--- config.mk ---
export PLATFORM = sky130hd
export DESIGN_NAME = pmc_core
export DESIGN_NICKNAME = d
export VERILOG_FILES = /design/src/rtl/pmc_pkg.sv /design/src/rtl/pmc_core.sv /design/src/rtl/pmc_divider.sv
export SDC_FILE = /design/constraint.sdc
export NUM_CORES = 1
export LEC_CHECK = 0
export BUFFER_PORTS_ARGS = -buffer_cell sky130_fd_sc_hd__buf_4
export CAP_MARGIN = 20
export CORE_AREA = 2 2 97 99
export CTS_CLUSTER_DIAMETER = 100
export DETAILED_ROUTE_END_ITERATION = 8
export DIE_AREA = 0 0 99 101
export GPL_ROUTABILITY_DRIVEN = 1
export PLACE_DENSITY = 0.79
export SYNTH_ARGS = -nofsm -noshare
export SYNTH_HDL_FRONTEND = slang
export SYNTH_SLANG_ARGS = --single-unit
--- constraint.sdc ---
create_clock -name hclk -period 6.18 [get_ports hclk]
set_input_delay 1.236 -clock hclk [delete_from_list [all_inputs] [get_ports hclk]]
set_output_delay 1.236 -clock hclk [all_outputs]
set_load 0.05 [all_outputs]
--- src/rtl/pmc_pkg.sv ---
// Purpose: shared constants and types for the power mode controller
// Assumes: 32-bit AHB-Lite register bus, one word per register
// Notes: offsets are byte addresses
package pmc_pkg;
  // Register byte offsets
  localparam logic [7:0] PMC_OFS_PRESCALE = 8'h00;
  localparam logic [7:0] PMC_OFS_AWCS = 8'h04;
  localparam logic [7:0] PMC_OFS_CLKCTRL = 8'h08;
  localparam logic [7:0] PMC_OFS_TIMCFG = 8'h0c;
  localparam logic [7:0] PMC_OFS_STATUS = 8'h10;
  // Autowake control/status fields
  localparam int PMC_AW_EN_BIT = 0;
  localparam int PMC_AW_MEAS_BIT = 1;
  localparam int PMC_AW_FLAG_BIT = 2;
  // Clock control fields
  localparam int PMC_CK_SLOW_BIT = 0;
  localparam int PMC_CK_LONGDLY_BIT = 1;
  localparam int PMC_CK_PLL_BIT = 2;
  localparam int PMC_CK_WDHALT_BIT = 3;
  // Timer configuration fields
  localparam int PMC_TC_TIMEBASE1_IRQ_ENABLE_BIT = 0;
  localparam int PMC_TC_OVERFLOW_IRQ_ENABLE_BIT = 1;
  localparam int PMC_TC_CKLO_BIT = 2;
  localparam int PMC_TC_CKHI_BIT = 3;
  // Reset values
  localparam logic [7:0] PMC_PRESCALE_RST = 8'hff;
  // Timing
  localparam int PMC_SLOW_DIV = 32;
  localparam int PMC_AW_FIXED_DIV = 64;
  localparam int PMC_STAB_SHORT = 256;
  localparam int PMC_STAB_LONG = 4096;
  localparam int PMC_PLL_START_CYC = 16;
  localparam int PMC_RC_START_CYC = 4;
  localparam int PMC_CNT_W = 13;
  // Operating modes
  typedef enum logic [2:0] {
    PMC_RUN, PMC_WAIT, PMC_HALT, PMC_ACTIVE_HALT, PMC_AW_HALT, PMC_STAB, PMC_PLL_WAIT
  } pmc_mode_t;
  // Clock gate bundle
  typedef struct packed {
    logic cpu_en;
    logic periph_en;
    logic osc_on;
    logic timer_en;
    logic awrc_on;
  } pmc_gate_t;
endpackage

--- src/rtl/pmc_core.sv ---
// Purpose: power mode sequencer with AHB-Lite register slave
// Assumes: CPU pulses halt/wait instructions; irq inputs are synchronous
// Notes: auto-wakeup RC is modelled as an enable of the system clock
//
// Summary of operation
// - reset enters stabilisation, then run mode, normal master clock
// - slow bit divides CPU and peripheral clock by 32
// - wait during slow keeps divided peripheral clock
// - wait stops the CPU clock and the measure RC
// - entering wait clears the interrupt mask
// - wait ends only on interrupt or reset
// - CPU stacks condition code, masks during service
// - plain halt when no active halt, autowake clear
// - halt exit restarts oscillator, waits 256/4096
// - entering halt forces interrupt mask to zero
// - halt stops oscillator and all peripheral clocks
// - watchdog halt option decides watchdog reset
// - timer enables select active halt mode
// - active halt reset exit waits 256, as reset clears the long delay bit
// - active halt interrupt exit resumes at once
// - entering active halt clears interrupt mask
// - active halt runs oscillator and timer only
// - active halt never gives watchdog reset
// - autowake halt runs RC, divider, prescaler
// - expiry sets flag, irq, then stabilises
// - reading autowake status clears flag and irq
// - measure bit routes RC to timer capture
// - PLL enabled adds start-up delay after stabilisation
// - autowake time is 64 times prescale, 00h forbidden
// - writes never change the autowake flag
`timescale 1ns/10ps
module pmc_core #(
  parameter int STAB_LONG = pmc_pkg::PMC_STAB_LONG
) (
  input wire logic hclk,
  input wire logic hresetn,
  input wire logic hsel,
  input wire logic [31:0] haddr,
  input wire logic [1:0] htrans,
  input wire logic hwrite,
  input wire logic [2:0] hsize,
  input wire logic [31:0] hwdata,
  input wire logic hready,
  output logic [31:0] hrdata,
  output logic hreadyout,
  output logic hresp,
  input wire logic wait_instr,
  input wire logic halt_instr,
  input wire logic irq_any,
  input wire logic irq_halt_wake,
  input wire logic irq_active_wake,
  input wire logic watchdog_active,
  output logic clear_imask,
  output logic cpu_clk_en,
  output logic periph_clk_en,
  output logic osc_on,
  output logic timer_clk_en,
  output logic awrc_on,
  output logic aw_capture_sel,
  output logic autowake_irq,
  output logic watchdog_reset,
  output logic [2:0] mode
);
  localparam int STAB_SHORT = pmc_pkg::PMC_STAB_SHORT;

  pmc_pkg::pmc_mode_t mode_reg;
  logic [7:0] prescale_reg;
  logic [1:0] awcs_reg;
  logic aw_flag_reg;
  logic [3:0] clkctrl_reg;
  logic [3:0] timcfg_reg;
  logic [pmc_pkg::PMC_CNT_W-1:0] cnt_reg;
  logic [7:0] aw_cnt_reg;
  logic [3:0] rc_start_reg;
  logic pll_done_reg;
  logic wr_pend_reg;
  logic rd_pend_reg;
  logic [7:0] addr_reg;
  logic slow_tick;
  logic aw_tick;
  logic active_halt_en;
  logic aw_expire;
  logic rd_awcs;
  logic [31:0] rdata_next;
  pmc_pkg::pmc_gate_t gate_next;

  // Slow clock enable: oscillator rate over 32
  pmc_divider #(.DIV(pmc_pkg::PMC_SLOW_DIV)) u_slow_div (
    .clk(hclk),
    .rst_n(hresetn),
    .ena(1'b1),
    .clr(1'b0),
    .tick(slow_tick)
  );

  // Autowake fixed divider, runs only with the RC oscillator
  pmc_divider #(.DIV(pmc_pkg::PMC_AW_FIXED_DIV)) u_aw_div (
    .clk(hclk),
    .rst_n(hresetn),
    .ena(mode_reg == pmc_pkg::PMC_AW_HALT && rc_start_reg == '0),
    .clr(mode_reg != pmc_pkg::PMC_AW_HALT),
    .tick(aw_tick)
  );

  // Active halt decode from timer interrupt settings
  assign active_halt_en = timcfg_reg[pmc_pkg::PMC_TC_TIMEBASE1_IRQ_ENABLE_BIT]
    | (timcfg_reg[pmc_pkg::PMC_TC_OVERFLOW_IRQ_ENABLE_BIT] & ~timcfg_reg[pmc_pkg::PMC_TC_CKHI_BIT]
       & timcfg_reg[pmc_pkg::PMC_TC_CKLO_BIT]);
  assign aw_expire = aw_tick && (aw_cnt_reg == 8'h01);
  assign rd_awcs = rd_pend_reg && (addr_reg == pmc_pkg::PMC_OFS_AWCS);

  // AHB address phase capture; slave is zero wait state
  always_ff @(posedge hclk or negedge hresetn)
  begin
    if (!hresetn)
    begin
      wr_pend_reg <= 1'b0;
      rd_pend_reg <= 1'b0;
      addr_reg <= 8'h00;
    end
    else if (hready)
    begin
      wr_pend_reg <= hsel && htrans[1] && hwrite;
      rd_pend_reg <= hsel && htrans[1] && !hwrite;
      addr_reg <= haddr[7:0];
    end
  end

  // Software-written control registers
  always_ff @(posedge hclk or negedge hresetn)
  begin
    if (!hresetn)
    begin
      prescale_reg <= pmc_pkg::PMC_PRESCALE_RST;
      awcs_reg[1:0] <= 2'b00;
      clkctrl_reg <= 4'h0;
      timcfg_reg <= 4'h0;
    end
    else if (wr_pend_reg)
    begin
      case (addr_reg)
        pmc_pkg::PMC_OFS_PRESCALE:
          if (hwdata[7:0] != 8'h00)
            prescale_reg <= hwdata[7:0];
        pmc_pkg::PMC_OFS_AWCS:
          awcs_reg[1:0] <= hwdata[1:0];
        pmc_pkg::PMC_OFS_CLKCTRL:
          clkctrl_reg <= hwdata[3:0];
        pmc_pkg::PMC_OFS_TIMCFG:
          timcfg_reg <= hwdata[3:0];
        default:
          prescale_reg <= prescale_reg;
      endcase
    end
  end

  // Autowake flag: set by expiry only, cleared by read, set wins
  always_ff @(posedge hclk or negedge hresetn)
  begin
    if (!hresetn)
      aw_flag_reg <= 1'b0;
    else if (aw_expire)
      aw_flag_reg <= 1'b1;
    else if (rd_awcs)
      aw_flag_reg <= 1'b0;
  end

  // Read mux; unmapped offsets read zero
  always_comb
  begin
    rdata_next = 32'h0000_0000;
    case (addr_reg)
      pmc_pkg::PMC_OFS_PRESCALE: rdata_next[7:0] = prescale_reg;
      pmc_pkg::PMC_OFS_AWCS: rdata_next[2:0] = {aw_flag_reg, awcs_reg};
      pmc_pkg::PMC_OFS_CLKCTRL: rdata_next[3:0] = clkctrl_reg;
      pmc_pkg::PMC_OFS_TIMCFG: rdata_next[3:0] = timcfg_reg;
      pmc_pkg::PMC_OFS_STATUS: rdata_next[2:0] = mode_reg;
      default: rdata_next = 32'h0000_0000;
    endcase
  end
  assign hrdata = rdata_next;
  assign hreadyout = 1'b1;
  assign hresp = 1'b0;

  // Mode sequencer
  always_ff @(posedge hclk or negedge hresetn)
  begin
    if (!hresetn)
    begin
      mode_reg <= pmc_pkg::PMC_STAB;
      cnt_reg <= '0;
      pll_done_reg <= 1'b0;
    end
    else
    begin
      case (mode_reg)
        pmc_pkg::PMC_RUN:
          if (halt_instr)
          begin
            // Kind of halt frozen at the instruction
            if (active_halt_en)
              mode_reg <= pmc_pkg::PMC_ACTIVE_HALT;
            else if (awcs_reg[pmc_pkg::PMC_AW_EN_BIT])
              mode_reg <= pmc_pkg::PMC_AW_HALT;
            else
              mode_reg <= pmc_pkg::PMC_HALT;
          end
          else if (wait_instr)
            mode_reg <= pmc_pkg::PMC_WAIT;
        pmc_pkg::PMC_WAIT:
          if (irq_any)
            mode_reg <= pmc_pkg::PMC_RUN;
        pmc_pkg::PMC_HALT, pmc_pkg::PMC_AW_HALT:
          if (irq_halt_wake || aw_expire)
          begin
            mode_reg <= pmc_pkg::PMC_STAB;
            cnt_reg <= '0;
            pll_done_reg <= 1'b0;
          end
        pmc_pkg::PMC_ACTIVE_HALT:
          if (irq_active_wake)
            mode_reg <= pmc_pkg::PMC_RUN;
        pmc_pkg::PMC_STAB:
        begin
          cnt_reg <= cnt_reg + 1'b1;
          if ({19'd0, cnt_reg} == (clkctrl_reg[pmc_pkg::PMC_CK_LONGDLY_BIT]
              ? STAB_LONG - 1 : STAB_SHORT - 1))
          begin
            cnt_reg <= '0;
            mode_reg <= clkctrl_reg[pmc_pkg::PMC_CK_PLL_BIT]
              ? pmc_pkg::PMC_PLL_WAIT : pmc_pkg::PMC_RUN;
          end
        end
        pmc_pkg::PMC_PLL_WAIT:
        begin
          cnt_reg <= cnt_reg + 1'b1;
          if (cnt_reg == pmc_pkg::PMC_CNT_W'(pmc_pkg::PMC_PLL_START_CYC - 1))
          begin
            cnt_reg <= '0;
            pll_done_reg <= 1'b1;
            mode_reg <= pmc_pkg::PMC_RUN;
          end
        end
        default:
          mode_reg <= pmc_pkg::PMC_RUN;
      endcase
    end
  end

  // Autowake prescaler and RC start time
  always_ff @(posedge hclk or negedge hresetn)
  begin
    if (!hresetn)
    begin
      aw_cnt_reg <= 8'h00;
      rc_start_reg <= 4'h0;
    end
    else if (mode_reg != pmc_pkg::PMC_AW_HALT)
    begin
      aw_cnt_reg <= prescale_reg;
      rc_start_reg <= 4'(pmc_pkg::PMC_RC_START_CYC);
    end
    else if (rc_start_reg != 4'h0)
      rc_start_reg <= rc_start_reg - 1'b1;
    else if (aw_tick && aw_cnt_reg != 8'h01)
      aw_cnt_reg <= aw_cnt_reg - 1'b1;
  end

  // Clock gating per mode
  always_comb
  begin
    gate_next = '0;
    case (mode_reg)
      pmc_pkg::PMC_RUN:
      begin
        gate_next.cpu_en = clkctrl_reg[pmc_pkg::PMC_CK_SLOW_BIT] ? slow_tick : 1'b1;
        gate_next.periph_en = gate_next.cpu_en;
        gate_next.osc_on = 1'b1;
        gate_next.timer_en = gate_next.cpu_en;
        gate_next.awrc_on = awcs_reg[pmc_pkg::PMC_AW_MEAS_BIT];
      end
      pmc_pkg::PMC_WAIT:
      begin
        gate_next.periph_en = clkctrl_reg[pmc_pkg::PMC_CK_SLOW_BIT]
          ? slow_tick : 1'b1;
        gate_next.osc_on = 1'b1;
        gate_next.timer_en = gate_next.periph_en;
      end
      pmc_pkg::PMC_ACTIVE_HALT:
      begin
        gate_next.osc_on = 1'b1;
        gate_next.timer_en = 1'b1;
      end
      pmc_pkg::PMC_AW_HALT:
        gate_next.awrc_on = 1'b1;
      pmc_pkg::PMC_STAB, pmc_pkg::PMC_PLL_WAIT:
        gate_next.osc_on = 1'b1;
      default:
        gate_next = '0;
    endcase
  end

  // Registered outputs
  always_ff @(posedge hclk or negedge hresetn)
  begin
    if (!hresetn)
    begin
      cpu_clk_en <= 1'b0;
      periph_clk_en <= 1'b0;
      osc_on <= 1'b1;
      timer_clk_en <= 1'b0;
      awrc_on <= 1'b0;
      aw_capture_sel <= 1'b0;
      autowake_irq <= 1'b0;
      watchdog_reset <= 1'b0;
      clear_imask <= 1'b0;
      mode <= 3'h0;
    end
    else
    begin
      cpu_clk_en <= gate_next.cpu_en;
      periph_clk_en <= gate_next.periph_en;
      osc_on <= gate_next.osc_on;
      timer_clk_en <= gate_next.timer_en;
      awrc_on <= gate_next.awrc_on;
      aw_capture_sel <= (mode_reg == pmc_pkg::PMC_RUN)
        && awcs_reg[pmc_pkg::PMC_AW_MEAS_BIT];
      autowake_irq <= aw_expire || (autowake_irq && !rd_awcs);
      watchdog_reset <= (mode_reg == pmc_pkg::PMC_RUN) && halt_instr && watchdog_active
        && !active_halt_en && clkctrl_reg[pmc_pkg::PMC_CK_WDHALT_BIT];
      clear_imask <= (mode_reg == pmc_pkg::PMC_RUN)
        && (halt_instr || wait_instr);
      mode <= mode_reg;
    end
  end

  // is kept by the CPU core: it stacks the condition code itself

  a_wait_cpu_off: assert property (@(posedge hclk) disable iff (!hresetn)
    mode_reg == pmc_pkg::PMC_WAIT |=> !cpu_clk_en)
    else $error("cpu clock ran in wait");
  a_halt_all_off: assert property (@(posedge hclk) disable iff (!hresetn)
    mode_reg == pmc_pkg::PMC_HALT |=> !osc_on && !periph_clk_en)
    else $error("clock ran in halt");
  a_active_timer: assert property (@(posedge hclk) disable iff (!hresetn)
    mode_reg == pmc_pkg::PMC_ACTIVE_HALT |=> osc_on && timer_clk_en && !periph_clk_en)
    else $error("active halt gating wrong");
  a_active_wake: assert property (@(posedge hclk) disable iff (!hresetn)
    mode_reg == pmc_pkg::PMC_ACTIVE_HALT && irq_active_wake |=> mode_reg == pmc_pkg::PMC_RUN)
    else $error("active halt exit delayed");
  a_halt_wake_stab: assert property (@(posedge hclk) disable iff (!hresetn)
    mode_reg == pmc_pkg::PMC_HALT && irq_halt_wake
      |=> mode_reg == pmc_pkg::PMC_STAB [*8])
    else $error("halt exit skipped stabilisation");
  a_flag_read_clr: assert property (@(posedge hclk) disable iff (!hresetn)
    rd_awcs && !aw_expire |=> !aw_flag_reg && !autowake_irq)
    else $error("flag not cleared by read");
  a_flag_no_write: assert property (@(posedge hclk) disable iff (!hresetn)
    !aw_expire && !rd_awcs |=> $stable(aw_flag_reg))
    else $error("flag changed without cause");
  a_halt_choice: assert property (@(posedge hclk) disable iff (!hresetn)
    mode_reg == pmc_pkg::PMC_RUN && halt_instr && active_halt_en
      |=> mode_reg == pmc_pkg::PMC_ACTIVE_HALT)
    else $error("active halt not chosen");
  a_mask_clear: assert property (@(posedge hclk) disable iff (!hresetn)
    mode_reg == pmc_pkg::PMC_RUN && halt_instr |=> clear_imask)
    else $error("mask not cleared on halt");
  // Clearing slow inside the gap may restore full rate at once
  a_slow_rate: assert property (@(posedge hclk) disable iff (!hresetn)
    cpu_clk_en && mode_reg == pmc_pkg::PMC_RUN && clkctrl_reg[pmc_pkg::PMC_CK_SLOW_BIT]
      && $past(mode_reg) == mode_reg
      |=> (!cpu_clk_en || !clkctrl_reg[pmc_pkg::PMC_CK_SLOW_BIT]) [*8])
    else $error("slow clock too fast");
endmodule // pmc_core

--- src/rtl/pmc_divider.sv ---
// Purpose: free counter producing a one-cycle enable pulse
// Assumes: ena gates counting; clr restarts the count
// Notes: period is the DIV parameter times the enabling rate
`timescale 1ns/10ps
module pmc_divider #(
  parameter int DIV = 32
) (
  input wire logic clk,
  input wire logic rst_n,
  input wire logic ena,
  input wire logic clr,
  output logic tick
);
  localparam int CW = $clog2(DIV + 1);
  logic [CW-1:0] cnt_reg;

  // Wraps at DIV and pulses tick on the wrap
  always_ff @(posedge clk or negedge rst_n)
  begin
    if (!rst_n)
    begin
      cnt_reg <= '0;
      tick <= 1'b0;
    end
    else if (clr)
    begin
      cnt_reg <= '0;
      tick <= 1'b0;
    end
    else
    begin
      tick <= 1'b0;
      if (ena)
      begin
        if (cnt_reg == CW'(DIV - 1))
        begin
          cnt_reg <= '0;
          tick <= 1'b1;
        end
        else
          cnt_reg <= cnt_reg + 1'b1;
      end
    end
  end
endmodule // pmc_divider

# == Word level (Yosys, flattened, before mapping) ==
# Index checks and enable logic that the tools add are counted.
# word_totals
reg_bits,84
in_bits,80
# classes
n_addsub,5
n_eq_ne,24
muxes,40
n_bitwise,4
n_reduce_logical,40
# ops
op,count
2-to-1 mux 13 bit,3
one-hot mux 13 bit (3 select lines),1
2-to-1 mux 3 bit,10
2-to-1 mux 8 bit,3
2-to-1 mux 7 bit,3
one-hot mux 3 bit (6 select lines),1
== test 8 x 4 -> 1 bit (second input constant),2
one-hot mux 3 bit (5 select lines),1
logical AND 1 bit,14
adder 13 x 1 -> 13 bit (second input constant),1
== test 13 x 12 -> 1 bit,1
== test 13 x 4 -> 1 bit (second input constant),1
2-to-1 mux 12 bit,1
2-to-1 mux 4 bit,3
2-to-1 mux 1 bit,10
inequality test 2 bit (second input constant),5
AND reduction 2 bit,5
== test 3 bit (second input constant),3
== test 8 x 1 -> 1 bit (second input constant),1
== test 8 x 3 -> 1 bit (second input constant),1
== test 8 x 5 -> 1 bit (second input constant),1
logical NOT 8 bit,1
inequality test 8 x 1 -> 1 bit (second input constant),1
nonzero test 2 bit,4
other kinds (27),36

# == Depth between registers and ports, before layout ==
# depth
word_depth,7
ltp_mapped,8
depth_no_buf,7

# == Modules after synthesis ==
# From an unflattened synthesis, not the netlist that was laid out.
# unflattened
cells_unflattened,427
area_unflattened_um2,4531.8
# by_module_without_submodules
mod,instances,cells_each,area_per_inst_um2
pmc_core,1,356,3772.4
pmc_divider (u_aw_div),1,41,427.9
pmc_divider (u_slow_div),1,30,331.6

# == Worst setup path after synthesis ==
# No wires, ideal clock.
# synth_timing
kind,flip-flop to output port
from,register addr_reg[2]
to,output hrdata[0]
arrival_ps,2034
t_required_ps,4944
slack_ps,2910
path_stages_with_launch,5
path_buffers,1
path_cell_list,dfrtp_1 clkbuf_1 nor2b_1 a22oi_1 o21ai_0
# synth_between
elab_chain_len,2
elab_cells_between_ends,6
# synth_rtl
item,line_no,text
"start, declared",pmc_core.sv:78,logic [7:0] addr_reg;
"start signal, assigned",pmc_core.sv:125,addr_reg <= haddr[7:0];
"== test 8 x 5 -> 1 bit, or another cell as far along",pmc_core.sv:172,case (addr_reg)
one-hot mux 3 bit (5 select lines) (*),pmc_core.sv:172,
"end, declared",pmc_core.sv:44,"output logic [31:0] hrdata,"
# Every way passes the cells marked *; elsewhere a longest branch is shown, timed or not.

# == Worst setup path in the final report ==
# layout_timing
from,register addr_reg[5]
to,output hrdata[0]
# Same word-level chain as after synthesis.

==> impl_metrics.xml <==
<?xml version="1.0" encoding="UTF-8"?>
<metrics>
  <group name="timing">
    <metric name="rsz0062_at_grt" unit="">no</metric>
    <metric name="final-setup-viol-count" unit="">0</metric>
    <metric name="achievable-frequency" unit="MHz">273</metric>
    <metric name="worst-slew-pin-transition" unit="ns">0.764</metric>
    <metric name="timing.final.hold_violations" unit="">0</metric>
    <metric name="report.final.slew_viol_count" unit="">0</metric>
    <metric name="final.min_clock_period" unit="ns">3.67</metric>
    <metric name="final.setup.tns" unit="ns">0</metric>
    <metric name="slew-limit-headroom" unit="">0.489</metric>
    <metric name="clock-skew-final" unit="ns">0.0115</metric>
    <metric name="period_share" unit="">0.594</metric>
  </group>
  <group name="clock_tree">
    <metric name="cts-htree-levels" unit="">3</metric>
    <metric name="cts_tree" unit="">built</metric>
    <metric name="worst_setup_hold_path_clk_slew" unit="ns">0.08</metric>
    <metric name="number_of_clock_sinks_seen_by_cts" unit="">84</metric>
    <metric name="cts_buffers" unit="">9</metric>
    <metric name="clk_latency" unit="ns">0.35</metric>
    <metric name="cts.repair_timing.setup_buffer_count" unit="">0</metric>
    <metric name="root_buffer" unit="">sky130_fd_sc_hd__clkbuf_8</metric>
    <metric name="cts_resized" unit="">0</metric>
    <metric name="cts_buffer_depth" unit="">2</metric>
    <metric name="cts_hold_repair.buffers" unit="">0</metric>
  </group>
  <group name="setup_path">
    <metric name="crit-reg2reg-launch" unit="">aw_cnt_reg[1]</metric>
    <metric name="r2r_end" unit="">cnt_reg[3]</metric>
    <metric name="setup.reg_to_reg.worst_slack" unit="ns">3.73</metric>
    <metric name="required" unit="ns">4.94</metric>
    <metric name="worstSetupEndpointType" unit="">output pin</metric>
    <metric name="path_max_fanout" unit="">3</metric>
    <metric name="timing.reg2reg.worst_path_depth" unit="">6</metric>
    <metric name="cp-start-kind" unit="">register</metric>
    <metric name="cp-startpoint" unit="">addr_reg[5]</metric>
    <metric name="timing.setup.critical_path_class" unit="">reg2out</metric>
    <metric name="cp_data_arrival_time" unit="ns">2.43</metric>
    <metric name="crit_path_end" unit="">hrdata[0]</metric>
  </group>
  <group name="cells_and_area">
    <metric name="layout-drive-gt1-share" unit="">0.221</metric>
    <metric name="syn_to_final_growth" unit="%">12.5</metric>
    <metric name="design_area" unit="um^2">4860</metric>
    <metric name="antennaDiodeCount" unit="">0</metric>
    <metric name="fillCellCount" unit="">786</metric>
    <metric name="fin_nets" unit="">543</metric>
    <metric name="final_common_cell" unit="">sky130_fd_sc_hd__dfrtp_1</metric>
    <metric name="top_library_cells_by_usage_in_the_layout_fill_and_taps_aside" unit="">sky130_fd_sc_hd__dfrtp_1 (73), sky130_fd_sc_hd__buf_4 (47), sky130_fd_sc_hd__nand2_1 (39)</metric>
    <metric name="seqCellArea" unit="um^2">2120</metric>
    <metric name="multiInputGateArea" unit="um^2">1990</metric>
    <metric name="largest_register_ff_count" unit="">13</metric>
  </group>
  <group name="yosys">
    <metric name="syn-cell-area" unit="um^2">4320</metric>
    <metric name="synth_sequential_area_ratio" unit="">0.490</metric>
    <metric name="number_of_distinct_standard_cells_referenced_by_the_synthesized_netlist" unit="">59</metric>
    <metric name="netlist_instances" unit="">414</metric>
    <metric name="ys_ff_latch" unit="">84</metric>
    <metric name="yosys_warnings" unit="">0</metric>
    <metric name="synth-edff-count" unit="">0</metric>
    <metric name="postSynthAreaPerCell" unit="um^2">10.4</metric>
    <metric name="postSynth.topFlopCell" unit="">sky130_fd_sc_hd__dfrtp_1</metric>
    <metric name="ys_async_sr_fraction" unit="">1.00</metric>
  </group>
  <group name="floorplanning">
    <metric name="floorplan_core_area" unit="um^2">8980</metric>
    <metric name="std_cell_rows" unit="">35</metric>
    <metric name="die_height" unit="um">101</metric>
    <metric name="initial_utilization" unit="">0.481</metric>
    <metric name="die-width" unit="um">99</metric>
    <metric name="floorplan.die_area" unit="um^2">10000</metric>
    <metric name="boundaryPins" unit="">126</metric>
  </group>
  <group name="pwr">
    <metric name="p_leak" unit="nW">2.15</metric>
    <metric name="power.density_cell_area" unit="nW/um^2">365</metric>
    <metric name="power.ir.vdd_worst" unit="mV">0.185</metric>
  </group>
  <group name="route">
    <metric name="route.final.wire_length" unit="um">8460</metric>
    <metric name="dr.pass1.iters" unit="">4</metric>
    <metric name="first_iter_violations" unit="">209</metric>
    <metric name="remaining_drc_errors" unit="">0</metric>
    <metric name="via_per_inst" unit="">5.55</metric>
    <metric name="detail_route.wl_per_cell" unit="um">14.8</metric>
    <metric name="ant_nets" unit="">0</metric>
    <metric name="route.vias.total" unit="">3178</metric>
  </group>
  <group name="global_routing">
    <metric name="grt.overflow.total" unit="">0</metric>
    <metric name="antenna_found_initial" unit="">0</metric>
    <metric name="grt_pass1_vias" unit="">3088</metric>
    <metric name="grtUsageTotal" unit="">0.175</metric>
    <metric name="grt_first_pass_wirelength" unit="um">14200</metric>
    <metric name="grt_max_degree" unit="">85</metric>
  </group>
  <group name="placed_design">
    <metric name="detailed_place_hpwl" unit="um">5980</metric>
    <metric name="io_buffers" unit="">47</metric>
    <metric name="gpl.final_weighted_congestion" unit="">0.822</metric>
    <metric name="post_dp_cell_area" unit="um^2">4650</metric>
  </group>
  <group name="flow_run">
    <metric name="max_cap_viol_count" unit="">0</metric>
  </group>
  <group name="worst_hold_path">
    <metric name="min-delay-path-class" unit="">reg2reg</metric>
  </group>
  <group name="status">
    <metric name="status" unit="">complete, no violations</metric>
  </group>
</metrics>
==> power by group <==
group          switching (mW)  total (mW)  leakage (nW)  internal (mW)
clock network           0.189       0.385        0.0991          0.196
registers               0.118       0.778          1.05          0.659
logic                   0.389       0.614          1.01          0.225
total                   0.696        1.78          2.15           1.08
==> stage by stage <==
step | power, mW | util | hold WS (ns) | setup slack [ns] | std cells
2_1_floorplan | 1.26 | - | 0.388 | 2.91 | 438
3_3_place_gp | 1.38 | 0.518 | 0.453 | 3.00 | 556
3_5_place_dp | 1.40 | 0.518 | 0.455 | 2.93 | 556
4_1_cts | 1.79 | 0.539 | 0.471 | 2.54 | 572
5_1_grt | 1.89 | 0.541 | 0.499 | 2.23 | 573
6_report | 1.78 | 0.541 | 0.472 | 2.51 | 573
==> metal layers <==
layer  vias up  wire length (um)  track usage
li1       1510                 -            -
met1      1575              3730        0.238
met2        84              4270        0.279
met3         9               380       0.0527
met4         0                76       0.0411
met5         -                 0            0
==> cells in the mapped netlist, drive strengths merged (3+ instances only) <==
cell    instances  area, um^2
nor4            5        37.5
nand4           6        37.5
nor2           28         105
dfstp          11         289
mux2           31         349
or4             3        30.0
mux2i           3        30.0
nor3            9        45.0
a22oi           7        52.6
a21oi          13        65.1
o211ai          3        36.3
buf            28         210
dfrtp          73        1830
a32o            4        40.0
nand3b          4        30.0
or3             3        18.8
and3            3        18.8
xor2            8        70.1
ha              6        75.1
xnor2           6        52.6
nand2          39         146
nand3          15        75.1
o21ai          27         135
a31oi           6        37.5
clkbuf         12        45.0
nor2b           3        18.8
inv            13        48.8
nand4b          4        35.0
and2            9        56.3
a211oi          3        35.0
==> area by class of cell <==
class,instances,share of cell area
clock buffer,11,0.0291
clock inverter,5,0.0108
inverter,13,0.0100
multi-input combinational,301,0.410
sequential,84,0.435
tap,111,0.0286
timing repair buffer,48,0.0767
==> cell families (layout without fill, tap and decap cells) <==
| kind of cell | Yosys count | after routing | share of synthesized area |
|---|---|---|---|
| and+or+nand+nor | 142 | 142 | 0.172 |
| DFF | 84 | 84 | 0.490 |
| AOI/OAI and AO/OA | 79 | 79 | 0.133 |
| buffers and inverters | 53 | 77 | 0.0704 |
| muxes | 34 | 34 | 0.0878 |
| xor gates and xnor gates | 14 | 14 | 0.0284 |
| adders and majority gates | 6 | 6 | 0.0174 |
| other | 2 | 26 | 0.00174 |
==> critical path, cell delays in order, from the launching register on <==
cell and delay [ns]:
sky130_fd_sc_hd__dfrtp_1 0.38, sky130_fd_sc_hd__nor3_1 0.34, sky130_fd_sc_hd__nand2_1 0.19, sky130_fd_sc_hd__nor4b_1 0.65, sky130_fd_sc_hd__a22oi_1 0.13, sky130_fd_sc_hd__o21ai_0 0.14, sky130_fd_sc_hd__buf_4 0.24
==> worst min path at each step <==
stage | from | to | slack (ns) | depth (start not counted)
global placement | u_aw_div.cnt_reg[6] | u_aw_div.tick | 0.45 | 1
floorplan | mode_reg[2] | mode[2] | 0.39 | 0
CTS | u_aw_div.cnt_reg[6] | u_aw_div.tick | 0.47 | 1
global route | u_aw_div.cnt_reg[6] | u_aw_div.tick | 0.50 | 1
finish | u_aw_div.cnt_reg[6] | u_aw_div.tick | 0.47 | 1
detailed placement | u_aw_div.cnt_reg[6] | u_aw_div.tick | 0.46 | 1
Power figures use the tool's default switching activity.
